**src/rtl/emb_pkg.sv**
```systemverilog
package emb_pkg;

    // ****************************************************************
    // widths
    // ****************************************************************
    localparam int ADDR_W = 16;
    localparam int DATA_W = 16;
    localparam int WAIT_W = 3;
    localparam int SYNC_STAGES = 3;

    // ****************************************************************
    // space encodings on the request port
    // ****************************************************************
    localparam logic [1:0] SPACE_DATA = 2'h0;
    localparam logic [1:0] SPACE_PROG = 2'h1;
    localparam logic [1:0] SPACE_IO = 2'h2;

    // ****************************************************************
    // counts and reset values
    // ****************************************************************
    localparam logic [WAIT_W-1:0] READY_MIN_WAITS = 3'h2;
    // cycles a pin level needs to clear the three-stage synchroniser
    localparam logic [WAIT_W-1:0] READY_SETTLE = 3'h4;
    localparam logic [WAIT_W-1:0] WAIT_RST = 3'h0;
    localparam logic [ADDR_W-1:0] ADDR_RST = 16'h0000;
    localparam logic [DATA_W-1:0] DATA_RST = 16'h0000;
    localparam logic PIN_IDLE_N = 1'h1;
    localparam logic SYNC_RST = 1'h1;

    typedef enum logic [1:0] {
        EMB_IDLE,
        EMB_ACCESS,
        EMB_HOLD
    } emb_state_t;

endpackage

```
**src/rtl/emb_sync3.sv**
```systemverilog
`timescale 1ns/10ps
module emb_sync3 (
    input wire logic clk,
    input wire logic rst,
    input wire logic ce,
    input wire logic async_in,
    output logic level_out
);
    import emb_pkg::*;

    logic s1_reg;
    logic s2_reg;
    logic s3_reg;

    // ****************************************************************
    // three stages; level moves once stages two and three agree
    // ****************************************************************
    always_ff @(posedge clk) begin
        if (rst) begin
            s1_reg <= SYNC_RST;
            s2_reg <= SYNC_RST;
            s3_reg <= SYNC_RST;
            level_out <= SYNC_RST;
        end else if (ce) begin
            s1_reg <= async_in;
            s2_reg <= s1_reg;
            s3_reg <= s2_reg;
            if (s2_reg == s3_reg) begin
                level_out <= s3_reg;
            end
        end
    end

endmodule

```
**src/rtl/emb_wait_seq.sv**
```systemverilog
`timescale 1ns/10ps
module emb_wait_seq (
    input wire logic clk,
    input wire logic rst,
    input wire logic ce,
    input wire logic load,
    input wire logic [emb_pkg::WAIT_W-1:0] load_waits,
    output logic waits_done,
    output logic ready_check,
    output logic wait_flag_n
);
    import emb_pkg::*;

    logic [WAIT_W-1:0] count_reg;
    logic [WAIT_W-1:0] total_reg;

    assign waits_done = (count_reg == WAIT_RST);

    // ****************************************************************
    // software wait state counter
    // ****************************************************************
    always_ff @(posedge clk) begin
        if (rst) begin
            count_reg <= WAIT_RST;
            total_reg <= WAIT_RST;
            ready_check <= 1'h0;
        end else if (ce) begin
            if (load) begin
                count_reg <= load_waits;
                total_reg <= load_waits;
                ready_check <= (load_waits >= READY_MIN_WAITS);
            end else if (!waits_done) begin
                count_reg <= count_reg - 3'h1;
            end
        end
    end

    // ****************************************************************
    // microstate flag: low at first wait, high at last wait, only with two or more waits
    // ****************************************************************
    always_ff @(posedge clk) begin
        if (rst) begin
            wait_flag_n <= PIN_IDLE_N;
        end else if (ce && !load && !waits_done &&
                     total_reg >= READY_MIN_WAITS) begin
            if (count_reg == total_reg) begin
                wait_flag_n <= 1'h0;
            end else if (count_reg == 3'h1) begin
                wait_flag_n <= 1'h1;
            end
        end
    end

endmodule

```
**src/rtl/emb_bus_ctrl.sv**
```systemverilog
`timescale 1ns/10ps
// Summary of operation
// - memory strobe idles high, low during any access whose space is not I/O
// - I/O strobe idles high, low only during I/O accesses
// - direction output reads high, low only during an external write
// - hold mode floats memory strobe, I/O strobe and direction
// - float input low puts all control outputs into high impedance
// - ready low stalls one more cycle then samples again
// - ready is only checked with two or more software waits
// - ready is not sampled before software waits have elapsed
// - granted hold floats address, data, control and asserts acknowledge
// - wait-done goes low at first wait, high at last, only with two or more software waits
// - wait-done looped into ready adds one external wait with three or more software waits
// - fetch flag is low while a fetch address is on the bus
// - space selects idle high, one low while its address is valid
module emb_bus_ctrl (
    input wire logic clk,
    input wire logic rst,
    input wire logic ce,
    input wire logic req_valid,
    output logic req_ready,
    input wire logic [1:0] req_space,
    input wire logic req_write,
    input wire logic req_fetch,
    input wire logic [emb_pkg::ADDR_W-1:0] req_addr,
    input wire logic [emb_pkg::DATA_W-1:0] req_wdata,
    input wire logic [emb_pkg::WAIT_W-1:0] req_waits,
    output logic done,
    output logic [emb_pkg::DATA_W-1:0] rdata,
    output logic [emb_pkg::ADDR_W-1:0] addr_out,
    output logic addr_oe,
    output logic [emb_pkg::DATA_W-1:0] data_out,
    input wire logic [emb_pkg::DATA_W-1:0] data_in,
    output logic data_oe,
    output logic memory_strobe_n,
    output logic memory_strobe_oe,
    output logic io_strobe_n,
    output logic io_strobe_oe,
    output logic xfer_read,
    output logic xfer_read_oe,
    output logic data_space_select_n,
    output logic program_space_select_n,
    output logic io_space_select_n,
    output logic space_select_oe,
    output logic bus_release_ack_n,
    output logic bus_release_ack_oe,
    output logic wait_states_done_n,
    output logic wait_states_done_oe,
    output logic instr_fetch_flag_n,
    output logic instr_fetch_flag_oe,
    input wire logic hold_req_n,
    input wire logic float_n,
    input wire logic ready
);
    import emb_pkg::*;

    emb_state_t state_reg;
    emb_state_t state_next;
    logic hold_sync;
    logic float_sync;
    logic ready_sync;
    logic waits_done;
    logic ready_check;
    logic wait_flag_n;
    logic start;
    logic finish;
    logic bus_oe_reg;
    logic pin_oe_reg;
    logic write_reg;
    logic [WAIT_W-1:0] settle_reg;

    // ****************************************************************
    // pin synchronisers and wait state counter
    // ****************************************************************
    emb_sync3 u_sync_hold (
        .clk(clk),
        .rst(rst),
        .ce(ce),
        .async_in(hold_req_n),
        .level_out(hold_sync)
    );

    emb_sync3 u_sync_float (
        .clk(clk),
        .rst(rst),
        .ce(ce),
        .async_in(float_n),
        .level_out(float_sync)
    );

    emb_sync3 u_sync_ready (
        .clk(clk),
        .rst(rst),
        .ce(ce),
        .async_in(ready),
        .level_out(ready_sync)
    );

    emb_wait_seq u_wait (
        .clk(clk),
        .rst(rst),
        .ce(ce),
        .load(start),
        .load_waits(req_waits),
        .waits_done(waits_done),
        .ready_check(ready_check),
        .wait_flag_n(wait_flag_n)
    );

    // ****************************************************************
    // access sequencing
    // ****************************************************************
    assign start = (state_reg == EMB_IDLE) && hold_sync && req_valid;
    // ready is trusted only once the synchroniser shows it after the waits
    assign finish = (state_reg == EMB_ACCESS) && waits_done &&
                    (!ready_check || (ready_sync &&
                     settle_reg == READY_SETTLE));

    always_ff @(posedge clk) begin
        if (rst || (ce && start)) begin
            settle_reg <= WAIT_RST;
        end else if (ce && (state_reg == EMB_ACCESS) && waits_done &&
                     settle_reg != READY_SETTLE) begin
            settle_reg <= settle_reg + 3'h1;
        end
    end

    always_comb begin
        state_next = state_reg;
        unique case (state_reg)
            EMB_IDLE: begin
                if (!hold_sync) begin
                    state_next = EMB_HOLD;
                end else if (req_valid) begin
                    state_next = EMB_ACCESS;
                end
            end
            EMB_ACCESS: begin
                if (finish) begin
                    state_next = EMB_IDLE;
                end
            end
            EMB_HOLD: begin
                if (hold_sync) begin
                    state_next = EMB_IDLE;
                end
            end
        endcase
    end

    always_ff @(posedge clk) begin
        if (rst) begin
            state_reg <= EMB_IDLE;
        end else if (ce) begin
            state_reg <= state_next;
        end
    end

    always_ff @(posedge clk) begin
        if (rst) begin
            req_ready <= 1'h0;
        end else if (ce) begin
            req_ready <= (state_next == EMB_IDLE) && hold_sync;
        end
    end

    // ****************************************************************
    // strobes, direction, selects and fetch flag
    // ****************************************************************
    always_ff @(posedge clk) begin
        if (rst) begin
            memory_strobe_n <= PIN_IDLE_N;
            io_strobe_n <= PIN_IDLE_N;
            xfer_read <= PIN_IDLE_N;
            write_reg <= 1'h0;
            data_space_select_n <= PIN_IDLE_N;
            program_space_select_n <= PIN_IDLE_N;
            io_space_select_n <= PIN_IDLE_N;
            instr_fetch_flag_n <= PIN_IDLE_N;
        end else if (ce) begin
            if (start) begin
                memory_strobe_n <= (req_space == SPACE_IO);
                io_strobe_n <= (req_space != SPACE_IO);
                xfer_read <= !req_write;
                write_reg <= req_write;
                data_space_select_n <= (req_space != SPACE_DATA);
                program_space_select_n <= (req_space != SPACE_PROG);
                io_space_select_n <= (req_space != SPACE_IO);
                instr_fetch_flag_n <= !(req_fetch &&
                                        req_space == SPACE_PROG);
            end else if (finish) begin
                memory_strobe_n <= PIN_IDLE_N;
                io_strobe_n <= PIN_IDLE_N;
                xfer_read <= PIN_IDLE_N;
                write_reg <= 1'h0;
                data_space_select_n <= PIN_IDLE_N;
                program_space_select_n <= PIN_IDLE_N;
                io_space_select_n <= PIN_IDLE_N;
                instr_fetch_flag_n <= PIN_IDLE_N;
            end
        end
    end

    // ****************************************************************
    // address, data and completion
    // ****************************************************************
    always_ff @(posedge clk) begin
        if (rst) begin
            addr_out <= ADDR_RST;
            data_out <= DATA_RST;
            rdata <= DATA_RST;
            done <= 1'h0;
        end else if (ce) begin
            done <= finish;
            if (start) begin
                addr_out <= req_addr;
                data_out <= req_wdata;
            end
            // data is qualified by the strobe, so no synchroniser
            if (finish && !write_reg) begin
                rdata <= data_in;
            end
        end
    end

    always_ff @(posedge clk) begin
        if (rst) begin
            wait_states_done_n <= PIN_IDLE_N;
        end else if (ce) begin
            wait_states_done_n <= wait_flag_n;
        end
    end

    // ****************************************************************
    // hold handshake and output enables
    // ****************************************************************
    always_ff @(posedge clk) begin
        if (rst) begin
            bus_release_ack_n <= PIN_IDLE_N;
        end else if (ce) begin
            bus_release_ack_n <= (state_next != EMB_HOLD);
        end
    end

    always_ff @(posedge clk) begin
        if (rst) begin
            bus_oe_reg <= 1'h0;
            pin_oe_reg <= 1'h0;
            data_oe <= 1'h0;
        end else if (ce) begin
            bus_oe_reg <= float_sync && (state_next != EMB_HOLD);
            pin_oe_reg <= float_sync;
            data_oe <= float_sync && (state_next == EMB_ACCESS) &&
                       (start ? req_write : write_reg);
        end
    end

    assign addr_oe = bus_oe_reg;
    assign memory_strobe_oe = bus_oe_reg;
    assign io_strobe_oe = bus_oe_reg;
    assign xfer_read_oe = bus_oe_reg;
    assign space_select_oe = bus_oe_reg;
    assign bus_release_ack_oe = pin_oe_reg;
    assign wait_states_done_oe = pin_oe_reg;
    assign instr_fetch_flag_oe = pin_oe_reg;
endmodule

```
**config.mk**
```make
export PLATFORM = sky130hd
export DESIGN_NAME = emb_bus_ctrl
export DESIGN_NICKNAME = d
export VERILOG_FILES = /design/src/rtl/emb_pkg.sv /design/src/rtl/emb_sync3.sv /design/src/rtl/emb_wait_seq.sv /design/src/rtl/emb_bus_ctrl.sv
export SDC_FILE = /design/constraint.sdc
export NUM_CORES = 1
export LEC_CHECK = 0
export ABC_CLOCK_PERIOD_IN_PS = 2390
export BUFFER_PORTS_ARGS = -buffer_cell sky130_fd_sc_hd__buf_2
export CAP_MARGIN = 20
export CORE_MARGIN = 10
export CORE_UTILIZATION = 40
export CTS_BUF_LIST = sky130_fd_sc_hd__clkbuf_8
export DETAILED_ROUTE_END_ITERATION = 12
export PLACE_DENSITY = 0.63
export SLEW_MARGIN = 20
export SYNTH_ARGS = -nofsm -noshare
export SYNTH_HDL_FRONTEND = slang
export SYNTH_SLANG_ARGS = --single-unit
```
**constraint.sdc**
```tcl
create_clock -name clk -period 2.39 [get_ports clk]
set_input_delay 0 -clock clk [delete_from_list [all_inputs] [get_ports clk]]
set_output_delay 0 -clock clk [all_outputs]
set_load 0.005 [all_outputs]
```
# Yosys cells after proc, flatten, opt, wreduce, memory -nomap -nowiden
# Cells that the tools add are included.
[totals]
inputBits = 62
word_cells = 114
reg_bits = 87
output_inout_bits = 68
[op_classes]
magnitude_cmp = 2
mux = 19
n_eq_ne = 16
n_reduce_logical = 40
n_addsub = 2
[op_table]
columns = ["operator", "count"]
rows = [
  ["$logic_and 1x1->1", 18],
  ["$reduce_and 2->1", 8],
  ["$mux 1", 12],
  ["$mux 2", 4],
  ["$eq 2x1->1 const B", 3],
  ["$ge 3x2->1 const B", 2],
  ["$logic_not 1->1", 6],
  ["$mux 3", 2],
  ["$ne 2x2->1 const B", 3],
  ["$pmux 2 s3", 1],
  ["$reduce_bool 2->1", 3],
  ["$eq 2x2->1 const B", 2],
  ["$logic_not 2->1", 2],
  ["$add 3x1->3 const B", 1],
  ["$eq 1x1->1", 3],
  ["$eq 3x1->1 const B", 1],
  ["$eq 3x3->1", 1],
  ["$eq 3x3->1 const B", 1],
  ["$logic_not 3->1", 1],
  ["$ne 3x3->1 const B", 1],
  ["$sub 3x1->3 const B", 1],
  ["$logic_or 1x1->1", 2],
  ["$ne 2x1->1 const B", 1],
]

# Depth between registers and ports, before layout
# Gate-level depths: netlist of the first run.
[depth]
ltp_word = 9
depth_mapped = 8
depth_no_buf = 7

# Hierarchy
# Synthesis of the first run repeated with hierarchy kept, for this count alone.
[hier_totals]
hier_cells = 402
hier_area_um2 = 3493.4
[by_module_without_submodules]
columns = ["mod", "area_per_inst_um2", "cells_per_inst", "instances", "seq_area_each_um2"]
rows = [
  ["emb_bus_ctrl", 2598.7, 299, 1, 1341.3],
  ["emb_wait_seq", 451.7, 58, 1, 160.2],
  ["emb_sync3", 147.6, 15, 3, 80.1],
]

# Worst setup path after synthesis of the first run
# OpenSTA, ideal clock, no wires.
[synth_path]
path_kind = "register to register"
start = "register u_wait.count_reg[0]"
end = "register rdata[10] in the netlist's numbering"
setup_slack_ns = 0.709
path_buffers = 1
arrival_time_ns = 1.554
t_required_ns = 2.262
period_less_slack_ns = 1.681
setup_time_ns = 0.128
path_stages_with_launch = 9
path_cell_list = "dfxtp_1 inv_1 ha_1 nand4b_1 a21o_2 nor2_8 buf_8 mux2i_1 nor2_1"
[synth_via]
elab_chain_cells = 5
[synth_lines]
columns = ["element", "line_no", "source"]
rows = [
  ["start: declaration", "emb_wait_seq.sv:14", "logic [WAIT_W-1:0] count_reg;"],
  ["start signal: assignment", "emb_wait_seq.sv:29", "count_reg <= load_waits;"],
  ["start signal: assignment", "emb_wait_seq.sv:33", "count_reg <= count_reg - 3'h1;"],
  ["$logic_not 3->1", "emb_wait_seq.sv:17", "assign waits_done = (count_reg == WAIT_RST);"],
  ["$logic_and 1x1->1 (2 in series)", "emb_bus_ctrl.sv:115", "assign finish = (state_reg == EMB_ACCESS) && waits_done &&"],
  ["$logic_and 1x1->1", "emb_bus_ctrl.sv:220", "if (finish && !write_reg) begin"],
  ["$reduce_and 2->1 (no line)", "--", ""],
  ["end signal: assignment", "emb_bus_ctrl.sv:221", "rdata <= data_in;"],
  ["end: declaration", "emb_bus_ctrl.sv:29", "output logic [emb_pkg::DATA_W-1:0] rdata,"],
]
# Every way passes these cells.
# A chain may end at the register's enable or synchronous reset.

# Worst setup path after layout of the first run
[layout_path]
start = "register u_wait.count_reg[0]"
end = "register data_space_select_n"
[layout_via]
elab_chain_cells = 5
[layout_lines]
columns = ["element", "line_no", "source"]
rows = [
  ["$logic_not 3->1", "emb_wait_seq.sv:17", ""],
  ["$logic_and 1x1->1 (2 in series)", "emb_bus_ctrl.sv:115", ""],
  ["$reduce_bool 2->1 (no line)", "--", ""],
  ["$reduce_and 2->1 (no line)", "--", ""],
  ["end signal: assignment", "emb_bus_ctrl.sv:186", "data_space_select_n <= (req_space != SPACE_DATA);"],
  ["end: declaration", "emb_bus_ctrl.sv:41", "output logic data_space_select_n,"],
]
# Every way passes these cells.

==> metrics.csv, run 1 <==
metric,value,unit
post-route cell area,5020,um^2
Yosys top cell by area,dfxtp_1,
MaxCap Viol Count,0,
Leakage,0.00222,uW
Synth area leaders,"dfxtp_1 (49%), nand2_1 (8.5%), a21oi_1 (7.5%), mux2i_1 (5.6%), nor2_1 (3.4%)",
Fin. Hold Viols,0,
Synth Instances,410,
clk sinks,87,
Mean Syn Cell Area,8.74,um^2
"Cell Area, Synth",3580,um^2
Setup CP Type,flip-flop to flip-flop,
top cell type's share of synthesized area,48.6,%
Worst-Skew Late Latency,0.34,ns
DR vias,3377,
Detail Placement HPWL,6.61,mm
sequential-to-total area share from yosys stat,48.6,%
area grow syn2layout,40.2,%
largest net degree at the start of global routing,63,
core area,8720,um^2
crit start category,flip-flop,
fill count,790,
Total GRT Usage,15.1,%
Clock Tree Buf Depth,2,
Nets,653,
most frequent cell after synthesis,dfxtp_1,
Required @ worst endpoint,2.63,ns
Post-Route WL,10.1,mm
Iter 0 DRT Violations,196,
crit path DAT,2.45,ns
chip height,115,um
Via density,4.85,
status,completed,
"Net Count, Synth",480,
die area,13100,um^2
row cnt,34,
Final Cycle Share,92.4,%
num ports,130,
Die W,115,um
number of post-CTS setup repair buffers,0,
PortBufs,129,
clk_skew,0.00888,ns
"Warnings, synthesis",0,
share of layout cells above drive strength 1,26.7,%
Least-Margin Pin Slew,0.513,ns
met2 usage,24.2,%
placed cell areas,4220,um^2
Pins Over Slew Limit,0,
clock root cell,clkbuf_8,
CTS Buf Count,9,
H-tree levels,3,
GRT busiest layer,met2,
Post-synth EDFFs,0,
Fmax achieved,0.453,GHz
setup violators final,0,
initial antenna violation count,1,
Final TNS setup,0,ns
P per Cell Area,611,nW/um^2
Cell Count Post-Placement,620,
ys async rst share,0,%
most used flip-flop cell after synthesis,dfxtp_1,
gr ovfl total,0,
CTS tree,yes,
RSZ-0062 raised after global routing,no,
leading post-synthesis cells by instance count,"dfxtp_1 (87), nand2_1 (81), a21oi_1 (54), nor2_1 (32), mux2i_1 (20)",
average wire per standard cell,14.5,um
Slew Limit Headroom,65.8,%
GP Congestion,0.863,
min Tclk post-route,2.21,ns
Max IR drop VDD,322,uV
worst hold path type,primary input to flip-flop,
number of global-route vias before repair,3345,
crit-path max FO,5,
r2r setup slk,0.18,ns
CP Capture Type,flip-flop,
First-pass DRT Iterations,4,
Worst-path clk slew,0.09,ns
DRC errors left,0,
final cell count without fillers,697,
#FFs+latches synth,87,
Starting Density,41.1,%
met3 usage,4.14,%
post-route ant nets,0,
first-pass GRT wire length,16.5,mm
routing usage on met1,18.2,%
Yosys cell types,46,
Top Registers,"addr_out (16), data_out (16), rdata (16)",
routing by layer:
layer  share of wire [%]  vias to the layer above
met5                   0                        -
met4                 2.6                        0
met3                 6.4                       19
met2                  47                      108
met1                  44                     1533
li1                    -                     1717
worst max-delay path, stage by stage, from the launching register on:
cell and delay (ns):
dfxtp_1 0.36, inv_1 0.11, ha_2 0.23, nand4b_1 0.14
a21o_2 0.29, a2111oi_1 0.32, dlygate4sd3_1 0.60, o21bai_1 0.05
worst paths after layout:
path / from / endpoint / cells after the start
worst max-delay path: u_wait.count_reg[0]$_SDFFE_PP0P_ / data_space_select_n$_SDFFE_PP1P_ / 7
worst min-delay path: rst / req_ready$_SDFFE_PP0P_ / 2
worst min register to register: data_out[4]$_SDFFE_PP0P_ / data_out[4]$_SDFFE_PP0P_ / 2
worst max register to register: u_wait.count_reg[0]$_SDFFE_PP0P_ / data_space_select_n$_SDFFE_PP1P_ / 7
cells by family (layout without fill, tap and decap cells):
family / Yosys count / count (layout) / synth area share [%]
flops: 87 / 87 / 48.6
xor+xnor: 5 / 5 / 1.22
compound gates: 92 / 92 / 15.4
fa+ha+maj: 8 / 8 / 2.79
other cells: 0 / 1 / 0
mux: 20 / 20 / 5.59
simple gates: 157 / 157 / 19.9
buf+inv: 41 / 219 / 6.49
stage by stage:
| stage | total power (uW) | worst slack, ns | hold WS (ns) | util, % |
|---|---|---|---|---|
| floorplan | 1850 | 0.709 | 0.122 | - |
| global placement | 1990 | 0.584 | 0.207 | 48.4 |
| detailed placement | 2000 | 0.495 | 0.214 | 48.4 |
| CTS | 3100 | 0.111 | 0.0953 | 57.5 |
| global route | 3220 | 0.0291 | 0.129 | 57.6 |
| finish | 3070 | 0.182 | 0.112 | 57.6 |
power by group:
group | switching [uW] | internal (uW) | total, uW
Sequential | 45.7 | 1520 | 1570
Clock | 536 | 485 | 1020
Combinational | 235 | 247 | 482
Total | 817 | 2250 | 3070
layout make-up:
class / instances / area, um^2 / share of cell area (%)
clock buffer: 9 / 124 / 2.47
sequential: 87 / 1740 / 34.7
tap: 108 / 135 / 2.69
clock inverter: 7 / 73.8 / 1.47
inverter: 9 / 33.8 / 0.672
antenna: 1 / 2.50 / 0.0498
timing repair buffer: 194 / 1300 / 25.8
multi-input combinational: 282 / 1620 / 32.2
layout by cell type, fill, tap and decap left out, drive strengths merged, types with 2 or more instances in the layout:
master       synthesis  layout
a211o                8       8
a21o                 3       3
a21oi               55      55
and2                 5       5
and3                 2       2
buf                 19     134
clkbuf              12       9
clkinvlp             0       3
dfxtp               87      87
dlygate4sd3          0      60
ha                   8       8
inv                  9      11
mux2i               20      20
nand2               81      81
nand2b               9       9
nand3                9       9
nand4                2       2
nor2                33      33
nor2b                4       4
nor3                 5       5
nor3b                2       2
o21ai               10      10
o21bai               6       6
o22ai                2       2
xnor2                4       4
timing repair:
action,CTS,global route
endpoints found under the hold margin,61,0
hold buffers,60,0
gates resized for setup,0,3
endpoints found under the setup margin,0,1
Note: power is estimated with default switching activity, not from simulation.
==> run 2, diff against run 1 <==
--- a/config.mk
+++ b/config.mk
@@ -9,10 +9,12 @@
 export BUFFER_PORTS_ARGS = -buffer_cell sky130_fd_sc_hd__buf_2
 export CAP_MARGIN = 20
 export CORE_MARGIN = 10
-export CORE_UTILIZATION = 40
+export CORE_UTILIZATION = 49
 export CTS_BUF_LIST = sky130_fd_sc_hd__clkbuf_8
 export DETAILED_ROUTE_END_ITERATION = 12
-export PLACE_DENSITY = 0.63
+export GPL_ROUTABILITY_DRIVEN = 0
+export PLACE_DENSITY = 0.75
+export REMOVE_ABC_BUFFERS = 1
 export SLEW_MARGIN = 20
 export SYNTH_ARGS = -nofsm -noshare
 export SYNTH_HDL_FRONTEND = slang
==> run 2 against run 1 <==
Net effect:
- worst setup slack improved by 0.32 ns
- sequential share of layout area up 0.18 points
- worst hold slack worse by 0.072 ns
- first-iteration DRC count shrank 26%
- final area shrank 0.60%
- core utilization is 12 points higher
- fmax rose by 17%
- clock skew rose by 0.0042 ns
- sequential power hardly changed
- clock power about the same
- combinational power barely moved
- sequential cell count stayed put
- critical endpoint is now rdata[3]$_SDFFE_PP0P_
- largest cell class unchanged
- largest power group unchanged
==> metrics.csv, run 2 (synthesis results as in run 1) <==
metric,value,unit
Worst-Skew Late Latency,0.36,ns
fill count,575,
die area,11100,um^2
internal power,2260,uW
Seq pwr share,50.8,%
core area,7180,um^2
RSZ-0062 raised after global routing,no,
clk sinks,87,
first-pass GRT wire length,16.6,mm
MaxCap Viol Count,0,
CTS hold repair buffers,58,
CTS tree,yes,
initial antenna violation count,1,
Final TNS setup,0,ns
Cell Count Post-Placement,613,
Required @ worst endpoint,2.62,ns
crit start category,flip-flop,
clock root cell,clkbuf_8,
status,completed,
Nets,653,
Final Cycle Share,78.8,%
largest net degree at the start of global routing,41,
average wire per standard cell,14.9,um
gr ovfl total,0,
Fmax achieved,0.531,GHz
num ports,130,
share of layout cells above drive strength 1,26.9,%
DRC errors left,0,
Worst-path clk slew,0.08,ns
setup violators final,0,
Setup CP Type,flip-flop to flip-flop,
clk_skew,0.0131,ns
crit-path max FO,16,
Post-Route WL,10.2,mm
CTS Buf Count,9,
Max IR drop VDD,371,uV
Pins Over Slew Limit,0,
final cell count without fillers,688,
Clk pwr share,33.6,%
worst hold path type,primary input to flip-flop,
Via density,5.05,
Post-CTS Resized,0,
Total GRT Usage,17.8,%
combinational power share,15.6,%
H-tree levels,3,
CP cell instances,inv_1 > ha_1 > nand4b_1 > a21o_2 > nor2_8 > mux2i_1 > nor2_1,
Detail Placement HPWL,6.81,mm
P per Cell Area,618,nW/um^2
DR vias,3473,
Slew Limit Headroom,66.2,%
hold slack,0.0403,ns
Switching Power,823,uW
chip height,106,um
post-route ant nets,0,
"commonest non-fill, non-tap cell in the layout",buf_2,
switching share of power,26.7,%
Starting Density,49.9,%
Clock Tree Buf Depth,2,
Crit-path slowest cell,dfxtp_1,
min Tclk post-route,1.88,ns
Iter 0 DRT Violations,146,
PortBufs,129,
area grow syn2layout,39.4,%
Least-Margin Pin Slew,0.494,ns
CP peak stage delay,0.36,ns
Finished Core Util,69.6,%
First-pass DRT Iterations,5,
number of post-CTS setup repair buffers,0,
Fin. Hold Viols,0,
number of global-route vias before repair,3455,
Die W,106,um
Leakage,0.00223,uW
crit path DAT,2.11,ns
CP Capture Type,flip-flop,
Top Registers,"addr_out (16), data_out (16), rdata (16)",
most frequent cells in the layout,"buf_2 (129), dfxtp_1 (87), nand2_1 (81), dlygate4sd3_1 (58), a21oi_1 (54)",
row cnt,31,
==> run 2: changes by cell type in the layout (fill, tap and decap cells not counted), sizes merged <==
cell         before  now
buf             134  136
clkinvlp          3    1
dlygate4sd3      60   58
inv              11   13
==> run 2: power by group through the flow <==
| stage | logic, uW | clock network [uW] | registers [uW] |
|---|---|---|---|
| floorplan | 202 | 0 | 1600 |
| global placement | 390 | 0 | 1600 |
| detailed placement | 403 | 0 | 1600 |
| CTS | 479 | 1060 | 1570 |
| global route | 534 | 1130 | 1580 |
| finish | 481 | 1040 | 1570 |
==> run 2: per-layer routing <==
layer | vias to the layer above | wire length, um | GRT usage (%)
met5 | - | 0 | 0
met4 | 0 | 464 | 10.3
met3 | 35 | 537 | 5.91
met2 | 96 | 5200 | 31.2
met1 | 1617 | 4020 | 18.3
li1 | 1725 | - | -
==> run 2: metrics by stage <==
stage | power, uW | setup WS [ns] | instance area (um^2)
after floorplan | 1800 | -0.00488 | 3380
after global placement | 1990 | 0.605 | 4210
after detailed placement | 2000 | 0.521 | 4210
after CTS | 3110 | 0.507 | 4990
after global routing | 3240 | 0.372 | 4990
final | 3080 | 0.506 | 4990
==> run 2: final cells by class <==
class	count	area (um^2)	area share [%]
clock buffers	9	124	2.48
flip-flops and latches	87	1740	34.9
clock inverters	7	77.6	1.55
diodes	1	2.50	0.0501
multi-input cells	282	1610	32.3
inverters	9	33.8	0.677
repair buffers	194	1280	25.6
well taps	99	124	2.48
==> run 2: critical path, delay by kind of cell, from the launching register on <==
family | cells | cell delay (ns)
flip-flops | 1 | 0.36
adder cells (fa/ha/maj) | 1 | 0.26
buffers and inverters | 1 | 0.12
AND/OR/NAND/NOR | 3 | 0.49
AO/OA/AOI/OAI | 1 | 0.27
multiplexers | 1 | 0.24
==> run 2: worst paths after layout <==
| kind | cells past startpoint | startpoint | to | slack (ns) |
|---|---|---|---|---|
| hold reg to reg | 2 | data_out[9]$_SDFFE_PP0P_ | data_out[9]$_SDFFE_PP0P_ | 0.46 |
| setup reg to reg | 7 | u_wait.count_reg[0]$_SDFFE_PP0P_ | rdata[3]$_SDFFE_PP0P_ | 0.51 |
| setup / recovery | 7 | u_wait.count_reg[0]$_SDFFE_PP0P_ | rdata[3]$_SDFFE_PP0P_ | 0.51 |
| hold / removal | 2 | rst | req_ready$_SDFFE_PP0P_ | 0.04 |
==> run 3, diff against run 2 <==
--- a/config.mk
+++ b/config.mk
@@ -5,7 +5,7 @@
 export SDC_FILE = /design/constraint.sdc
 export NUM_CORES = 1
 export LEC_CHECK = 0
-export ABC_CLOCK_PERIOD_IN_PS = 2390
+export ABC_CLOCK_PERIOD_IN_PS = 1800
 export BUFFER_PORTS_ARGS = -buffer_cell sky130_fd_sc_hd__buf_2
 export CAP_MARGIN = 20
 export CORE_MARGIN = 10
==> constraint.sdc (replaced) <==
create_clock -name clk -period 1.8 [get_ports clk]
set_input_delay 0 -clock clk [delete_from_list [all_inputs] [get_ports clk]]
set_output_delay 0 -clock clk [all_outputs]
set_load 0.005 [all_outputs]
==> run 3 against run 2 <==
Net effect:
- sequential cell count unchanged
- non-clock buffer count increased by 10
- die area unchanged
- global-route usage increased by 1.1 points
- critical path depth unchanged
- core utilization increased by 2.0 points
- largest cell class unchanged
- highest routed layer unchanged
==> metrics.csv, run 3 (synthesis results as in run 1) <==
metric,value,unit
crit-path max FO,4,
Slew Limit Headroom,76.1,%
"commonest non-fill, non-tap cell in the layout",buf_2,
combinational power share,17.2,%
post-route ant nets,0,
Post-Route WL,10.9,mm
clk sinks,87,
Via density,5.07,
number of global-route vias before repair,3623,
DR vias,3547,
CP peak stage delay,0.34,ns
Clk pwr share,31.7,%
Clock Tree Buf Depth,2,
multi-input logic area,1640,um^2
fill count,504,
Max IR drop VDD,492,uV
H-tree levels,3,
Switching Power,1130,uW
status,completed,
Fin. Hold Viols,0,
switching share of power,27.7,%
Fmax achieved,0.582,GHz
core area,7180,um^2
Leakage,0.00228,uW
share of layout cells above drive strength 1,28.4,%
Crit-path slowest cell,dfxtp_1,
PortBufs,129,
worst hold path type,primary input to flip-flop,
largest net degree at the start of global routing,42,
CP Capture Type,flip-flop,
MaxCap Viol Count,0,
Die W,106,um
die area,11100,um^2
Pins Over Slew Limit,0,
r2r setup slk,0.08,ns
CTS Buf Count,9,
Starting Density,49.9,%
Required @ worst endpoint,2.04,ns
post-route cell area,5140,um^2
Reg area,1740,um^2
min Tclk post-route,1.72,ns
total power,4060,uW
Final Cycle Share,95.5,%
average wire per standard cell,15.6,um
P per Cell Area,791,nW/um^2
Worst-path clk slew,0.10,ns
Worst-Skew Late Latency,0.36,ns
most frequent cells in the layout,"buf_2 (129), dfxtp_1 (87), nand2_1 (81), dlygate4sd3_1 (59), a21oi_1 (54)",
Hold Startpoint,rst,
first-pass GRT wire length,17.5,mm
placed cell areas,4280,um^2
First-pass DRT Iterations,5,
clock root cell,clkbuf_8,
Total GRT Usage,18.9,%
Worst Setup SP,settle_reg[0]$_SDFFE_PP0P_,
crit path DAT,1.96,ns
RR Startpoint,settle_reg[0]$_SDFFE_PP0P_,
Least-Margin Pin Slew,0.350,ns
crit start category,flip-flop,
row cnt,31,
Seq pwr share,51.1,%
num ports,130,
clk_skew,0.0138,ns
Detail Placement HPWL,6.89,mm
Iter 0 DRT Violations,143,
setup violators final,0,
internal power,2940,uW
chip height,106,um
hold slack,0.0324,ns
gr ovfl total,0,
initial antenna violation count,2,
Top Registers,"addr_out (16), data_out (16), rdata (16)",
CP cell instances,inv_1 > ha_2 > nand3_2 > a21o_1 > a21o_1 > a31o_2 > a32o_1,
area grow syn2layout,43.4,%
Finished Core Util,71.6,%
DRC errors left,0,
Setup CP Type,flip-flop to flip-flop,
most frequent CP cell,a21o_1,
CTS tree,yes,
Nets,663,
## run 3: power groups by stage
stage,clock [uW],combinational (uW),sequential [uW]
2_1_floorplan,0,268,2120
3_3_place_gp,0,544,2120
3_5_place_dp,0,561,2120
4_1_cts,1320,675,2080
5_1_grt,1400,767,2090
6_report,1290,697,2080
## run 3: routing by layer
metal | vias up | GRT usage [%] | wire length, um | share of wire, %
met5 | - | 0 | 0 | 0
met4 | 0 | 9.86 | 371 | 3.4
met3 | 34 | 4.75 | 612 | 5.6
met2 | 116 | 34.8 | 5760 | 53
met1 | 1655 | 19.4 | 4130 | 38
li1 | 1742 | - | - | -
## run 3: through the flow
stage / worst slack, ns / TNS, ns / std cells
floorplan: -0.595 / -21.46 / 378
global placement: 0.0732 / 0 / 619
detailed placement: -0.00970 / -0.0146 / 619
CTS: 0.0571 / 0 / 697
global route: -0.000537 / -0.000537 / 699
finish: 0.0817 / 0 / 699
## run 3: final cells by class
type	instances	share of cell area (%)
antenna	2	0.0974
clock buffer	10	2.68
clock inverter	6	1.02
inverter	9	0.657
multi-input combinational	282	31.9
sequential	87	33.9
tap	99	2.41
timing repair buffer	204	27.4
## run 3: path summary, 6_finish.rpt
kind | to | depth (start not counted)
worst min-delay path | u_wait.count_reg[0]$_SDFFE_PP0P_ | 2
worst max register to register | data_oe$_SDFFE_PP0P_ | 7
worst max-delay path | data_oe$_SDFFE_PP0P_ | 7
worst min register to register | addr_out[0]$_SDFFE_PP0P_ | 2
## run 3: timing repair
item	4_1_cts	5_1_grt
hold endpoints to repair	61	0
gates resized for setup	0	5
buffers inserted	3	0
setup endpoints to repair	5	20
pin swaps	1	1
hold buffers	59	0
## run 3: worst max-delay path, delay by kind of cell (launching register included)
family | cells | cell delay [ns]
AOI/OAI and AO/OA | 4 | 0.92
buffers and inverters | 1 | 0.06
and+or+nand+nor | 1 | 0.10
DFF | 1 | 0.34
adders and majority gates | 1 | 0.18
